File: src/hw/dma_ch_pkg.sv
package dma_ch_pkg;
  // Descriptor geometry
  localparam int          DESC_WORDS      = 8;
  localparam logic [31:0] DESC_ALIGN_MASK = 32'h0000_001F;
  localparam logic [31:0] DESC7_RST       = 32'h0008_0000;
  localparam logic [31:0] WORD_STEP       = 32'h0000_0004;
  localparam logic [2:0]  LAST_WORD       = 3'h7;
  localparam int          CNT_W           = 16;
  localparam int          NB_W            = 20;
  localparam int          CH_W            = 3;
  localparam int          MOD_W           = 5;
  localparam int          ML_W            = 10;
  // Register byte offsets
  localparam logic [7:0] OFS_DESC_END = 8'h1C;
  localparam logic [7:0] OFS_CSR      = 8'h20;
  localparam logic [7:0] OFS_ERR      = 8'h24;
  localparam logic [7:0] OFS_IEN_SET  = 8'h28;
  localparam logic [7:0] OFS_IEN_CLR  = 8'h2C;
  // Descriptor word indexes
  localparam logic [2:0] W_SRC = 3'h0;
  localparam logic [2:0] W_ATR = 3'h1;
  localparam logic [2:0] W_NB  = 3'h2;
  localparam logic [2:0] W_SLA = 3'h3;
  localparam logic [2:0] W_DST = 3'h4;
  localparam logic [2:0] W_CIT = 3'h5;
  localparam logic [2:0] W_DLA = 3'h6;
  localparam logic [2:0] W_CTL = 3'h7;
  // Descriptor fields
  localparam int SIZE_LSB  = 16;
  localparam int SMOD_LSB  = 18;
  localparam int DMOD_LSB  = 23;
  localparam int MLOFF_LSB = 20;
  localparam int DMLOE_BIT = 30;
  localparam int SMLOE_BIT = 31;
  localparam int CURRENT_ITERATION_COUNT_LSB = 16;
  localparam int START_BIT = 16;
  localparam int INTMJ_BIT = 17;
  localparam int INTHF_BIT = 18;
  localparam int DISABLE_REQUEST_ON_COMPLETION_BIT  = 19;
  localparam int ESG_BIT   = 20;
  localparam int MJLE_BIT  = 21;
  localparam int MJLCH_LSB = 22;
  localparam int MNLE_BIT  = 25;
  localparam int MNLCH_LSB = 26;
  // Status bits
  localparam int CSR_ERQ   = 0;
  localparam int CSR_ACT   = 1;
  localparam int CSR_DONE  = 2;
  localparam int CSR_INT   = 3;
  localparam int CSR_ERR   = 4;
  localparam int CSR_START = 8;
  localparam int ERR_CH_LSB = 8;
  localparam logic [1:0] SIZE_WORD = 2'h2;
  // Engine states
  typedef enum logic [5:0] {
    ST_IDLE  = 6'h01,
    ST_READ  = 6'h02,
    ST_WRITE = 6'h04,
    ST_MINOR = 6'h08,
    ST_MAJOR = 6'h10,
    ST_FETCH = 6'h20
  } state_t;
endpackage : dma_ch_pkg

File: src/hw/dma_addr_step.sv
module dma_addr_step
  import dma_ch_pkg::*;
#(
  parameter int AW = 32
) (
  // Address and step
  input  wire logic [AW-1:0]    addr_in,
  input  wire logic [AW-1:0]    delta_in,
  input  wire logic [MOD_W-1:0] mod_in,
  input  wire logic             wrap_in,
  // Result
  output logic      [AW-1:0]    addr_out
);
  logic [AW-1:0] sum;
  logic [AW-1:0] mask;

  if (AW < 8) begin : g_chk
    $error("dma_addr_step: AW too small");
  end

  always_comb begin
    sum = addr_in + delta_in;
    // Low bits move, upper bits stay inside the window
    if (mod_in == '0 || !wrap_in) begin
      mask = '1;
    end else begin
      mask = ~({AW{1'b1}} << mod_in);
    end
    addr_out = (addr_in & ~mask) | (sum & mask); // RULE9
  end
endmodule : dma_addr_step

File: src/hw/dma_channel_ctrl.sv
// Notes on behaviour
// [RULE1] Descriptors sit on 32-byte boundaries, else error
// [RULE2] Reload copies descriptor word for word
// [RULE3] Scatter-gather loads next descriptor at major end
// [RULE4] Software clears stop-on-done bit when chaining
// [RULE5] Sign-extended minor offset added after minor loop
// [RULE6] Minor link requests on every count decrement
// [RULE7] Major link requests when count is exhausted
// [RULE8] Software clears done before writing link fields
// [RULE9] Modulo confines stepped address to power-two window
// [RULE10] Auto-stop clears request enable at major end
// [RULE11] Descriptor interrupt enables, set or cleared by mask
// [RULE12] Signed last adjustments applied at major end
// [RULE13] Peripheral requests only served while enabled
// [RULE14] Software start runs one minor loop
// [RULE15] Current iteration count readable at any time
// [RULE16] Byte count reads back the working value
// [RULE17] Error register names channel and error kind
// [RULE18] Status flags cleared by written mask
// [RULE19] Source misaligned to access width raises error
// [RULE20] Count zero sets done, reloads from beginning count
//
// The register addresses and the AHB-Lite register port were decided locally.
module dma_channel_ctrl
  import dma_ch_pkg::*;
#(
  parameter int          AW    = 32,
  parameter logic [3:0]  CH_ID = 4'h0
) (
  // Clock, reset, enable
  input  wire logic            CORE_CLK_IN,
  input  wire logic            RST_IN,
  input  wire logic            CE_IN,
  // AHB-Lite slave
  input  wire logic            HSEL_IN,
  input  wire logic [31:0]     HADDR_IN,
  input  wire logic [1:0]      HTRANS_IN,
  input  wire logic            HWRITE_IN,
  input  wire logic [2:0]      HSIZE_IN,
  input  wire logic [31:0]     HWDATA_IN,
  input  wire logic            HREADY_IN,
  output logic      [31:0]     HRDATA_OUT,
  output logic                 HREADYOUT_OUT,
  output logic                 HRESP_OUT,
  // Peripheral request, link and interrupt
  input  wire logic            HW_REQ_IN,
  output logic                 LINK_REQ_OUT,
  output logic      [CH_W-1:0] LINK_CH_OUT,
  output logic                 CH_INT_OUT,
  // Memory master
  output logic                 MEM_REQ_OUT,
  output logic                 MEM_WRITE_OUT,
  output logic      [31:0]     MEM_ADDR_OUT,
  output logic      [1:0]      MEM_SIZE_OUT,
  output logic      [31:0]     MEM_WDATA_OUT,
  input  wire logic [31:0]     MEM_RDATA_IN,
  input  wire logic            MEM_ACK_IN
);
  if (AW != 32) begin : g_chk
    $error("dma_channel_ctrl: only 32-bit addresses");
  end

  state_t            state_reg, state_next;
  logic [31:0]       desc_reg [DESC_WORDS];
  logic [31:0]       desc_next [DESC_WORDS];
  logic [NB_W-1:0]   minor_loop_byte_count_work_reg, minor_loop_byte_count_work_next;
  logic [2:0]        fetch_idx_reg, fetch_idx_next;
  logic              erq_reg, erq_next, active_reg, active_next;
  logic              done_reg, done_next, int_reg, int_next;
  logic [2:0]        err_reg, err_next;
  logic              start_pend_reg, start_pend_next;
  logic              link_req_reg, link_req_next;
  logic [CH_W-1:0]   link_ch_reg, link_ch_next;
  logic              mem_req_reg, mem_req_next, mem_write_reg, mem_write_next;
  logic [31:0]       mem_addr_reg, mem_addr_next, mem_wdata_reg, mem_wdata_next;
  logic [1:0]        mem_size_reg, mem_size_next;
  logic [7:0]        addr_reg, addr_next;
  logic              wr_pend_reg, wr_pend_next, rd_pend_reg, rd_pend_next;
  logic              hready_reg, hready_next;
  logic [31:0]       hrdata_reg, hrdata_next, rd_word;
  logic [1:0]        size;
  logic [1:0]        amask;
  logic [NB_W-1:0]   abytes;
  logic [CNT_W-1:0]  current_iteration_count, biter;
  logic [31:0]       mloff_ext, s_delta, d_delta, src_step, dst_step;
  logic              s_wrap, d_wrap, launch_rd, take, sw_start;

  assign size      = desc_reg[W_ATR][SIZE_LSB +: 2];
  assign amask     = {size[1], size[1] | size[0]};
  assign abytes    = NB_W'(1) << size;
  assign current_iteration_count     = desc_reg[W_CIT][CURRENT_ITERATION_COUNT_LSB +: CNT_W];
  assign biter     = desc_reg[W_CTL][CNT_W-1:0];
  assign mloff_ext = 32'(signed'(desc_reg[W_NB][MLOFF_LSB +: ML_W]));

  dma_addr_step #(.AW(AW)) u_src_step (
    .addr_in  (desc_reg[W_SRC]),
    .delta_in (s_delta),
    .mod_in   (desc_reg[W_ATR][SMOD_LSB +: MOD_W]),
    .wrap_in  (s_wrap),
    .addr_out (src_step)
  );

  dma_addr_step #(.AW(AW)) u_dst_step (
    .addr_in  (desc_reg[W_DST]),
    .delta_in (d_delta),
    .mod_in   (desc_reg[W_ATR][DMOD_LSB +: MOD_W]),
    .wrap_in  (d_wrap),
    .addr_out (dst_step)
  );

  // Register read view
  always_comb begin
    rd_word = '0;
    if (addr_reg <= OFS_DESC_END) begin
      rd_word = desc_reg[addr_reg[4:2]]; // RULE15
      if (addr_reg[4:2] == W_NB) begin
        rd_word[NB_W-1:0] = minor_loop_byte_count_work_reg; // RULE16
      end
    end else if (addr_reg == OFS_CSR) begin
      rd_word[CSR_ERQ]  = erq_reg;
      rd_word[CSR_ACT]  = active_reg;
      rd_word[CSR_DONE] = done_reg;
      rd_word[CSR_INT]  = int_reg;
      rd_word[CSR_ERR]  = |err_reg;
    end else if (addr_reg == OFS_ERR) begin
      rd_word[2:0] = err_reg; // RULE17
      rd_word[ERR_CH_LSB +: 4] = CH_ID;
    end
  end

  always_comb begin
    state_next       = state_reg;
    desc_next        = desc_reg;
    minor_loop_byte_count_work_next = minor_loop_byte_count_work_reg;
    fetch_idx_next   = fetch_idx_reg;
    erq_next         = erq_reg;
    active_next      = active_reg;
    done_next        = done_reg;
    int_next         = int_reg;
    err_next         = err_reg;
    link_req_next    = 1'b0;
    link_ch_next     = link_ch_reg;
    mem_req_next     = mem_req_reg;
    mem_write_next   = mem_write_reg;
    mem_addr_next    = mem_addr_reg;
    mem_wdata_next   = mem_wdata_reg;
    mem_size_next    = mem_size_reg;
    hrdata_next      = hrdata_reg;
    hready_next      = 1'b1;
    addr_next        = addr_reg;
    wr_pend_next     = 1'b0;
    rd_pend_next     = 1'b0;
    s_delta          = 32'(signed'(desc_reg[W_ATR][CNT_W-1:0]));
    d_delta          = 32'(signed'(desc_reg[W_CIT][CNT_W-1:0]));
    s_wrap           = 1'b1;
    d_wrap           = 1'b1;
    launch_rd        = 1'b0;
    take             = 1'b0;
    sw_start         = 1'b0;
    // Bus address phase
    if (HSEL_IN && HTRANS_IN[1] && HREADY_IN) begin
      addr_next    = HADDR_IN[7:0];
      wr_pend_next = HWRITE_IN;
      rd_pend_next = !HWRITE_IN;
      hready_next  = HWRITE_IN;
    end
    if (rd_pend_reg) begin
      hrdata_next = rd_word;
    end
    // Bus write data phase
    if (wr_pend_reg) begin
      if (addr_reg <= OFS_DESC_END) begin
        desc_next[addr_reg[4:2]] = HWDATA_IN;
        if (addr_reg[4:2] == W_NB) begin
          minor_loop_byte_count_work_next = HWDATA_IN[NB_W-1:0];
        end
      end else if (addr_reg == OFS_CSR) begin
        erq_next = HWDATA_IN[CSR_ERQ];
        if (HWDATA_IN[CSR_DONE]) done_next = 1'b0; // RULE18
        if (HWDATA_IN[CSR_INT]) int_next = 1'b0; // RULE18
        if (HWDATA_IN[CSR_ERR]) err_next = '0; // RULE18
        sw_start = HWDATA_IN[CSR_START]; // RULE14
      end else if (addr_reg == OFS_IEN_SET) begin
        desc_next[W_CTL][INTMJ_BIT] = desc_reg[W_CTL][INTMJ_BIT] | HWDATA_IN[0]; // RULE11
        desc_next[W_CTL][INTHF_BIT] = desc_reg[W_CTL][INTHF_BIT] | HWDATA_IN[1]; // RULE11
      end else if (addr_reg == OFS_IEN_CLR) begin
        desc_next[W_CTL][INTMJ_BIT] = desc_reg[W_CTL][INTMJ_BIT] & ~HWDATA_IN[0]; // RULE11
        desc_next[W_CTL][INTHF_BIT] = desc_reg[W_CTL][INTHF_BIT] & ~HWDATA_IN[1]; // RULE11
      end
    end
    // Engine
    unique case (state_reg)
      ST_IDLE: begin
        if (start_pend_reg || (HW_REQ_IN && erq_reg)) begin // RULE13 RULE14
          take        = 1'b1;
          active_next = 1'b1;
          launch_rd   = 1'b1;
        end
      end
      ST_READ: begin
        if (MEM_ACK_IN) begin
          desc_next[W_SRC] = src_step; // RULE9
          mem_wdata_next   = MEM_RDATA_IN;
          mem_addr_next    = desc_reg[W_DST];
          mem_write_next   = 1'b1;
          state_next       = ST_WRITE;
          if ((desc_reg[W_DST][1:0] & amask) != '0) begin
            err_next[2]  = 1'b1;
            mem_req_next = 1'b0;
            active_next  = 1'b0;
            state_next   = ST_IDLE;
          end
        end
      end
      ST_WRITE: begin
        if (MEM_ACK_IN) begin
          desc_next[W_DST] = dst_step; // RULE9
          mem_req_next     = 1'b0;
          if (minor_loop_byte_count_work_reg <= abytes) begin
            state_next = ST_MINOR;
          end else begin
            minor_loop_byte_count_work_next = minor_loop_byte_count_work_reg - abytes; // RULE16
            launch_rd        = 1'b1;
          end
        end
      end
      ST_MINOR: begin
        minor_loop_byte_count_work_next = desc_reg[W_NB][NB_W-1:0];
        s_delta = mloff_ext;
        d_delta = mloff_ext;
        s_wrap  = 1'b0;
        d_wrap  = 1'b0;
        if (desc_reg[W_NB][SMLOE_BIT]) desc_next[W_SRC] = src_step; // RULE5
        if (desc_reg[W_NB][DMLOE_BIT]) desc_next[W_DST] = dst_step; // RULE5
        desc_next[W_CIT][CURRENT_ITERATION_COUNT_LSB +: CNT_W] = current_iteration_count - 1'b1;
        if (desc_reg[W_CTL][MNLE_BIT]) begin
          link_req_next = 1'b1; // RULE6
          link_ch_next  = desc_reg[W_CTL][MNLCH_LSB +: CH_W];
        end
        if (current_iteration_count <= CNT_W'(1)) begin
          state_next = ST_MAJOR;
        end else begin
          if (desc_reg[W_CTL][INTHF_BIT] && (current_iteration_count - 1'b1) == (biter >> 1)) int_next = 1'b1; // RULE11
          active_next = 1'b0;
          state_next  = ST_IDLE;
        end
      end
      ST_MAJOR: begin
        done_next = 1'b1; // RULE20
        desc_next[W_CIT][CURRENT_ITERATION_COUNT_LSB +: CNT_W] = biter; // RULE20
        if (desc_reg[W_CTL][INTMJ_BIT]) int_next = 1'b1; // RULE11
        if (desc_reg[W_CTL][DISABLE_REQUEST_ON_COMPLETION_BIT]) erq_next = 1'b0; // RULE10
        if (desc_reg[W_CTL][MJLE_BIT]) begin
          link_req_next = 1'b1; // RULE7
          link_ch_next  = desc_reg[W_CTL][MJLCH_LSB +: CH_W];
        end
        s_delta = desc_reg[W_SLA];
        d_delta = desc_reg[W_DLA];
        s_wrap  = 1'b0;
        d_wrap  = 1'b0;
        desc_next[W_SRC] = src_step; // RULE12
        active_next = 1'b0;
        state_next  = ST_IDLE;
        if (!desc_reg[W_CTL][ESG_BIT]) begin
          desc_next[W_DST] = dst_step; // RULE12
        end else if ((desc_reg[W_DLA] & DESC_ALIGN_MASK) != '0) begin
          err_next[0] = 1'b1; // RULE1
        end else begin
          fetch_idx_next = '0; // RULE3
          mem_addr_next  = desc_reg[W_DLA];
          mem_write_next = 1'b0;
          mem_size_next  = SIZE_WORD;
          mem_req_next   = 1'b1;
          active_next    = 1'b1;
          state_next     = ST_FETCH;
        end
      end
      ST_FETCH: begin
        if (MEM_ACK_IN) begin
          desc_next[fetch_idx_reg] = MEM_RDATA_IN; // RULE2
          mem_addr_next  = mem_addr_reg + WORD_STEP;
          fetch_idx_next = fetch_idx_reg + 1'b1;
          if (fetch_idx_reg == W_NB) minor_loop_byte_count_work_next = MEM_RDATA_IN[NB_W-1:0];
          if (fetch_idx_reg == LAST_WORD) begin
            mem_req_next = 1'b0;
            active_next  = 1'b0;
            sw_start     = MEM_RDATA_IN[START_BIT];
            state_next   = ST_IDLE;
          end
        end
      end
    endcase
    if (launch_rd) begin
      mem_addr_next  = desc_reg[W_SRC];
      mem_write_next = 1'b0;
      mem_size_next  = size;
      if ((desc_reg[W_SRC][1:0] & amask) != '0) begin
        err_next[1] = 1'b1; // RULE19
        active_next = 1'b0;
        state_next  = ST_IDLE;
      end else begin
        mem_req_next = 1'b1;
        state_next   = ST_READ;
      end
    end
    start_pend_next = (start_pend_reg & ~take) | sw_start;
  end

  always_ff @(posedge CORE_CLK_IN or posedge RST_IN) begin
    if (RST_IN) begin
      state_reg <= ST_IDLE;
      for (int i = 0; i < DESC_WORDS; i++) begin
        desc_reg[i] <= '0;
      end
      desc_reg[W_CTL] <= DESC7_RST; // RULE4
      minor_loop_byte_count_work_reg <= '0;
      fetch_idx_reg   <= '0;
      erq_reg         <= 1'b0;
      active_reg      <= 1'b0;
      done_reg        <= 1'b0;
      int_reg         <= 1'b0;
      err_reg         <= '0;
      start_pend_reg  <= 1'b0;
      link_req_reg    <= 1'b0;
      link_ch_reg     <= '0;
      mem_req_reg     <= 1'b0;
      mem_write_reg   <= 1'b0;
      mem_addr_reg    <= '0;
      mem_wdata_reg   <= '0;
      mem_size_reg    <= '0;
      addr_reg        <= '0;
      wr_pend_reg     <= 1'b0;
      rd_pend_reg     <= 1'b0;
      hready_reg      <= 1'b1;
      hrdata_reg      <= '0;
    end else if (CE_IN) begin
      state_reg       <= state_next;
      desc_reg        <= desc_next;
      minor_loop_byte_count_work_reg <= minor_loop_byte_count_work_next;
      fetch_idx_reg   <= fetch_idx_next;
      erq_reg         <= erq_next;
      active_reg      <= active_next;
      done_reg        <= done_next;
      int_reg         <= int_next;
      err_reg         <= err_next;
      start_pend_reg  <= start_pend_next;
      link_req_reg    <= link_req_next;
      link_ch_reg     <= link_ch_next;
      mem_req_reg     <= mem_req_next;
      mem_write_reg   <= mem_write_next;
      mem_addr_reg    <= mem_addr_next;
      mem_wdata_reg   <= mem_wdata_next;
      mem_size_reg    <= mem_size_next;
      addr_reg        <= addr_next;
      wr_pend_reg     <= wr_pend_next;
      rd_pend_reg     <= rd_pend_next;
      hready_reg      <= hready_next;
      hrdata_reg      <= hrdata_next;
    end
  end

  assign HRDATA_OUT    = hrdata_reg;
  assign HREADYOUT_OUT = hready_reg;
  assign HRESP_OUT     = 1'b0;
  assign LINK_REQ_OUT  = link_req_reg;
  assign LINK_CH_OUT   = link_ch_reg;
  assign CH_INT_OUT    = int_reg;
  assign MEM_REQ_OUT   = mem_req_reg;
  assign MEM_WRITE_OUT = mem_write_reg;
  assign MEM_ADDR_OUT  = mem_addr_reg;
  assign MEM_SIZE_OUT  = mem_size_reg;
  assign MEM_WDATA_OUT = mem_wdata_reg;
endmodule : dma_channel_ctrl

File: config.mk
export PLATFORM = sky130hd
export DESIGN_NAME = dma_channel_ctrl
export DESIGN_NICKNAME = d
export VERILOG_FILES = /design/src/hw/dma_ch_pkg.sv /design/src/hw/dma_addr_step.sv /design/src/hw/dma_channel_ctrl.sv
export SDC_FILE = /design/constraint.sdc
export NUM_CORES = 2
export LEC_CHECK = 0
export BUFFER_PORTS_ARGS = -buffer_cell sky130_fd_sc_hd__buf_2
export CAP_MARGIN = 20
export CORE_MARGIN = 1.5
export CORE_UTILIZATION = 47
export CTS_BUF_LIST = sky130_fd_sc_hd__clkbuf_8
export DETAILED_ROUTE_END_ITERATION = 7
export PLACE_DENSITY = 0.75
export RECOVER_POWER = 25
export SYNTH_ARGS = -nofsm -noshare
export SYNTH_HDL_FRONTEND = slang
export SYNTH_SLANG_ARGS = --single-unit
File: constraint.sdc
create_clock -name CORE_CLK_IN -period 34.7 [get_ports CORE_CLK_IN]
set_clock_uncertainty 0.2 [all_clocks]
set_input_delay 1.735 -clock CORE_CLK_IN [delete_from_list [all_inputs] [get_ports CORE_CLK_IN]]
set_output_delay 1.735 -clock CORE_CLK_IN [all_outputs]
set_load 0.02 [all_outputs]
* Word level (Yosys, flattened, before mapping)
Index checks and enable logic that the tools add are counted.
Operators by class: eq/ne operators 28, $add $sub $neg 6, $lt $le $gt $ge 7, shift operators 3, bitwise operators 24, mux-type cells 149, reductions and logical operators 37, divide/modulo/power cells 0, multiply operators 0
Operators by type and width (number):
- 256-bit bitwise mux | 2
- 256-bit 2-to-1 mux | 2
- 32-bit 2-to-1 mux | 16
- 32-bit one-hot mux with 4 select lines | 2
- 237-bit 2-to-1 mux | 1
- 32-bit demux with 3-bit select | 2
- 20-bit 2-to-1 mux | 9
- 32-bit bitwise AND | 4
- 32-bit NOT | 4
- 32-bit one-hot mux with 2 select lines | 2
- 32-bit binary-select mux with 3-bit select | 1
- 96-bit 2-to-1 mux | 1
- 32-bit one-hot mux with 3 select lines | 1
- 80-bit 2-to-1 mux | 1
- 32-bit adder | 2
- 32-bit bitwise OR | 2
- 32-bit by 5-bit left shift with 32-bit output, first input constant | 2
- 1-bit 2-to-1 mux | 63
- 20-bit one-hot mux with 3 select lines | 1
- 6-bit 2-to-1 mux | 8
- 16-bit one-hot mux with 3 select lines | 1
- 3-bit 2-to-1 mux | 13
- 32-bit by 3-bit adder with 32-bit output, second input constant | 1
- 8-bit by 6-bit == test with 1-bit output, second input constant | 4
- 52 further kinds | 109
Storage, ports and cells: bits in latches 0, memories 0, bits in registers 408, output and inout port bits 107, memory bits (writable) 0, bits in read-only memories 0, bits of input ports 109

* Depth between registers and ports, before layout
word-level depth 11, mapped depth 20, mapped depth without buffers 14

* Modules after synthesis
A second synthesis with hierarchy kept.
Second synthesis, totals: cell total of the unflattened synthesis 3854, area total of the unflattened synthesis 31193.7 um2
By module, submodules not included:
- dma_channel_ctrl | cells an instance 3146, seq. area each 10213.5 um2, area each 26524.2 um2, instances 1
- dma_addr_step | cells an instance 354, seq. area each 0.0 um2, area each 2334.7 um2, instances 2

* Worst setup path after synthesis
Ideal clock, no wire load.
kind flip-flop to flip-flop, start register state_reg[2], end register desc_reg[127] (netlist bit), data arrival time 4.526 ns, slack 29.847 ns, stages on the path, launching flop included 20, clock period less this slack 4.853 ns, data required time 34.373 ns, path through dfrtp_1 -> buf_2 -> or4_4 -> nor3b_2 -> buf_4 -> buf_2 -> buf_2 -> buf_2 -> buf_2 -> o21ai_0 -> ha_1 -> buf_1 -> nand4_1 -> o211ai_1 -> a21oi_1 -> a2111oi_0 -> o21ai_0 -> nand3_1 -> or3b_1 -> mux2_1
On the way: word-level cells in the longest chain between the ends 9, elaborated cells between the ends (all ways) 17
RTL lines:
- start: declaration | line dma_channel_ctrl.sv:63 | state_t state_reg, state_next;
- start signal: assignment | line dma_channel_ctrl.sv:337 | state_reg <= state_next;
- parallel branches: the longest is 8 deep, another holds 32-bit adder
- 32-bit one-hot mux with 4 select lines * | line dma_channel_ctrl.sv:192 | unique case (state_reg)
- end signal: assignment | line dma_channel_ctrl.sv:338 | desc_reg <= desc_next;
- end: declaration | line dma_channel_ctrl.sv:64 | logic [31:0] desc_reg [DESC_WORDS];
Mark *: on every way between the ends. A chain may end at the register's enable or synchronous reset.

==> results.txt <==
----------------------------------------------------
[Status]
  Status ... finished with violations
  Failing checks ... max-capacitance violations, max-slew violations

[Drt]
  Vias ... 31700
  Drt wl/cell ... 29.2 um
  Detailed Route Iter0 Violations ... 5211
  Wire length after detailed routing ... 132000 um
  Drt first pass iters ... 7
  DRC violations left ... 0
  Average vias per placed instance ... 7.01
  Antenna Violating Nets Remaining ... 0

[Clock network]
  Clock transition at the registers of the reported paths ... 60 ps
  Post-CTS setup repair buffer count ... 0
  Count of instances resized after the clock tree is built ... 0
  Inserted Clock Buffers ... 77
  Post-cts hold buffer count ... 0
  Clock tree from TritonCTS ... built
  Clock net sink count ... 408
  CTS max path bufs ... 3
  Clk Tree Root Cell ... sky130_fd_sc_hd__clkbuf_8
  CTS H-Tree Depth ... 3
  Clock insertion delay at the later pin of the skew report ... 710 ps

[Worst setup path]
  Launching element of the worst setup path ... RST_IN
  Required @ worst endpoint ... 32960 ps
  Launch point of the worst reg-to-reg path ... state_reg[2]$_DFFE_PP0P_
  Worst Path Class, Setup ... primary input to async pin
  Reg2reg end ... desc_reg[127]$_DFFE_PP0P_
  Worst-case reg-to-reg path depth ... 15
  Startpoint Class ... primary input
  Worst setup EP type ... async pin
  Data arrival time of the critical path ... 11390 ps
  Worst-path maximum fanout ... 162
  Register-to-register setup slack ... 28400 ps

[Logic synthesis]
  Yosys warning total ... 0
  Number of enable-type register cells in the synthesized netlist ... 0
  Most repeated cell in the gate-level netlist after synthesis ... sky130_fd_sc_hd__nand2_1
  Post-synthesis average cell area ... 8.08 um2
  Distinct cell type count after synthesis ... 99
  Count of state elements after synthesis ... 408
  Most instantiated flip-flop cell in the synthesis netlist ... sky130_fd_sc_hd__dfrtp_1
  Cell accounting for the most synthesized area ... sky130_fd_sc_hd__dfrtp_1
  Synth cell count leaders ... sky130_fd_sc_hd__nand2_1, sky130_fd_sc_hd__a21oi_1, sky130_fd_sc_hd__dfrtp_1
  Cells taking the most area after synthesis ... sky130_fd_sc_hd__dfrtp_1, sky130_fd_sc_hd__a21oi_1, sky130_fd_sc_hd__nand2_1, sky130_fd_sc_hd__nor2_1, sky130_fd_sc_hd__o21ai_0
  Cells after Synth ... 3627
  Proportion of netlist area held by the largest area contributor ... 34.6%
  Synthesized net count ... 3824
  Proportion of synthesized chip area in sequential cells ... 34.9%
  Post-synth ARST share ... 100%
  Netlist Area Pre-Place ... 29300 um2

[Power]
  Peak supply drop ... 0.0379 mV
  Ratio of total power to cell area ... 79.5 nW/um2
  Internal power of the cells ... 1340 uW
  Net switching share of the total power ... 47.8%
  Leak pwr ... 0.0137 uW
  Relative contribution of the clock network to total power ... 20.9%
  Part of the power in combinational logic ... 48.2%
  Net Sw Power ... 1230 uW
  Reg power frac ... 30.9%

[STA]
  Final clock period utilization by the worst path ... 37.8%
  Setup repair after global routing missed its margin ... no
  Number of setup violations in the final report ... 0
  Final min period ... 13130 ps
  Final Hold Violating Endpoints ... 0
  Slew at the pin closest to its max-slew limit ... 9270 ps
  Number of max-slew violations in the final report ... 271
  Worst-case setup margin in the final layout ... 21570 ps
  Final sum of negative setup slack ... 0 ps
  Maximum clock frequency ... 0.0761 GHz
  Relative slew slack ... -518%

[Placement]
  Hpwl dp ... 90600 um
  IO buf count ... 186
  Routability-driven placement congestion ratio ... 1.12
  Placed cell count ... 4371
  Pre-CTS setup slack ... 28620 ps

[Run]
  Max-capacitance violation count ... 2

[Die]
  Initial core utilization ... 47.5%
  Std-Cell Rows ... 91
  Count of pins on the block boundary ... 216
  Horizontal die dimension ... 253 um
  Core Footprint ... 61700 um2
  Vertical extent of the die ... 253 um
  DIE AREA ... 63900 um2

[Global route]
  Largest net degree at the start of global routing ... 173
  Total routing resource utilization after global routing ... 40.6%
  Remaining global-route overflow ... 0
  Antenna violations before repair ... 10
  First-pass GRT wire length ... 192000 um
  Vias in the first global route ... 28800

[Final layout]
  Layout overhead on the synthesized area ... 9.96%
  Fraction of final layout cells sized beyond drive strength 1 ... 13.4%
  Max FFs per register ... 223
  Register area ... 10200 um2
  Number of nets in the layout ... 3811
  Filler Cells Inserted ... 5956
  Area used by multi-input combinational logic ... 17700 um2
  Final cell count without fillers ... 4523

[Hold path]
  Worst hold path startpoint ... MEM_WDATA_OUT[28]$_DFFE_PP0P_
  Hold-critical path endpoint ... MEM_WDATA_OUT[28]$_DFFE_PP0P_
  Kind of path behind the tightest hold check ... flip-flop to flip-flop
  Cell depth of the worst min-delay path ... 2

----------------------------------------------------
==> how the worst max path moves through the flow <==
stage                                            to  slack [ps]
after floorplan              CH_INT_OUT$_DFFE_PP0P_       21420
after global placement    desc_reg[127]$_DFFE_PP0P_       28680
after detailed placement  desc_reg[127]$_DFFE_PP0P_       28620
after CTS                 desc_reg[127]$_DFFE_PP0P_       28630
after global routing      desc_reg[211]$_DFFE_PP0P_       19390
final                     desc_reg[156]$_DFFE_PP0P_       21570
==> placed cells by master, fill, tap and decap left out, types with 12 or more instances in the layout <==
master                      Yosys  layout
sky130_fd_sc_hd__nor2_1       362     359
sky130_fd_sc_hd__nor4_1        19      19
sky130_fd_sc_hd__buf_4          5      54
sky130_fd_sc_hd__clkbuf_8       0      98
sky130_fd_sc_hd__dfrtp_1      405     402
sky130_fd_sc_hd__ha_1          85      85
sky130_fd_sc_hd__o22a_1        17      17
sky130_fd_sc_hd__o211ai_1      23      23
sky130_fd_sc_hd__buf_2         56     185
sky130_fd_sc_hd__nand2_1      509     505
sky130_fd_sc_hd__o21ai_1       32      31
sky130_fd_sc_hd__a211oi_1      28      28
sky130_fd_sc_hd__o22ai_1      191     191
sky130_fd_sc_hd__mux4_2        54      54
sky130_fd_sc_hd__nand3_1       66      66
sky130_fd_sc_hd__nor2b_1       15      14
sky130_fd_sc_hd__mux2_2        14      14
sky130_fd_sc_hd__a22oi_1       13      13
sky130_fd_sc_hd__a221oi_1      39      38
sky130_fd_sc_hd__a21o_1        25      25
sky130_fd_sc_hd__and2_1        12      12
sky130_fd_sc_hd__o41ai_1       17      17
sky130_fd_sc_hd__o21a_1        37      37
sky130_fd_sc_hd__o21ai_0      265     265
sky130_fd_sc_hd__nand4_1       19      19
sky130_fd_sc_hd__nor3_1        44      43
sky130_fd_sc_hd__and3_1        15      15
sky130_fd_sc_hd__nand2b_1      15      14
sky130_fd_sc_hd__xnor2_1       47      47
sky130_fd_sc_hd__a31oi_1       60      59
sky130_fd_sc_hd__inv_1         44      63
sky130_fd_sc_hd__mux2i_1       84      84
sky130_fd_sc_hd__o31ai_1       13      13
sky130_fd_sc_hd__a21oi_1      437     434
sky130_fd_sc_hd__o2111ai_1     16      16
sky130_fd_sc_hd__xor2_1        53      53
sky130_fd_sc_hd__a22o_1        24      24
==> logic make-up after synthesis <==
family / count (synthesis) / synth area share [%]
compound gates: 1360 / 28.6
simple gates: 1137 / 16.8
xor+xnor: 100 / 2.99
fa+ha+maj: 88 / 3.83
buf+inv: 380 / 5.26
flops: 408 / 34.9
mux: 153 / 7.60
other cells: 1 / 0.0128
==> through the flow <==
stage	util, %	instance area, um2	hold WS [ps]	power, uW
5_1_grt	52.2	32200	298	2670
6_report	52.2	32200	271	2560
4_1_cts	52.2	32200	272	2490
3_3_place_gp	49.4	30500	256	1940
2_1_floorplan	-	29300	247	1550
3_5_place_dp	49.4	30500	257	1960
==> metal layers <==
metal  wire (um)  part of all wire, %  vias up  GRT usage, %
met5         172                 0.13        -          1.54
met4        9880                  7.5        8          24.0
met3       23200                   18      590          18.6
met2       50900                   38     2784          54.3
met1       48100                   36    15000          52.8
li1            -                    -    13300             -
==> cell type report <==
class                           count  share of cell area [%]
Antenna cell                        8                  0.0621
Clock buffer                       98                    4.19
Clock inverter                     45                    1.13
Inverter                           45                   0.532
Multi-Input combinational cell   2839                    54.8
Sequential cell                   408                    31.7
Tap cell                          837                    3.25
Timing Repair Buffer              243                    4.34
==> power groups by stage <==
stage	Clock [uW]	Sequential, uW	Combinational (uW)
after floorplan	0	741	810
after global placement	0	778	1160
after detailed placement	0	783	1170
after CTS	535	775	1180
after global routing	557	800	1310
final	536	791	1240
==> worst max-delay path, cell delays in order <==
cell	delay, ps
sky130_fd_sc_hd__buf_2	100
sky130_fd_sc_hd__clkinvlp_2	2650
sky130_fd_sc_hd__clkbuf_1	6670
Power figures use the tool's default switching activity.
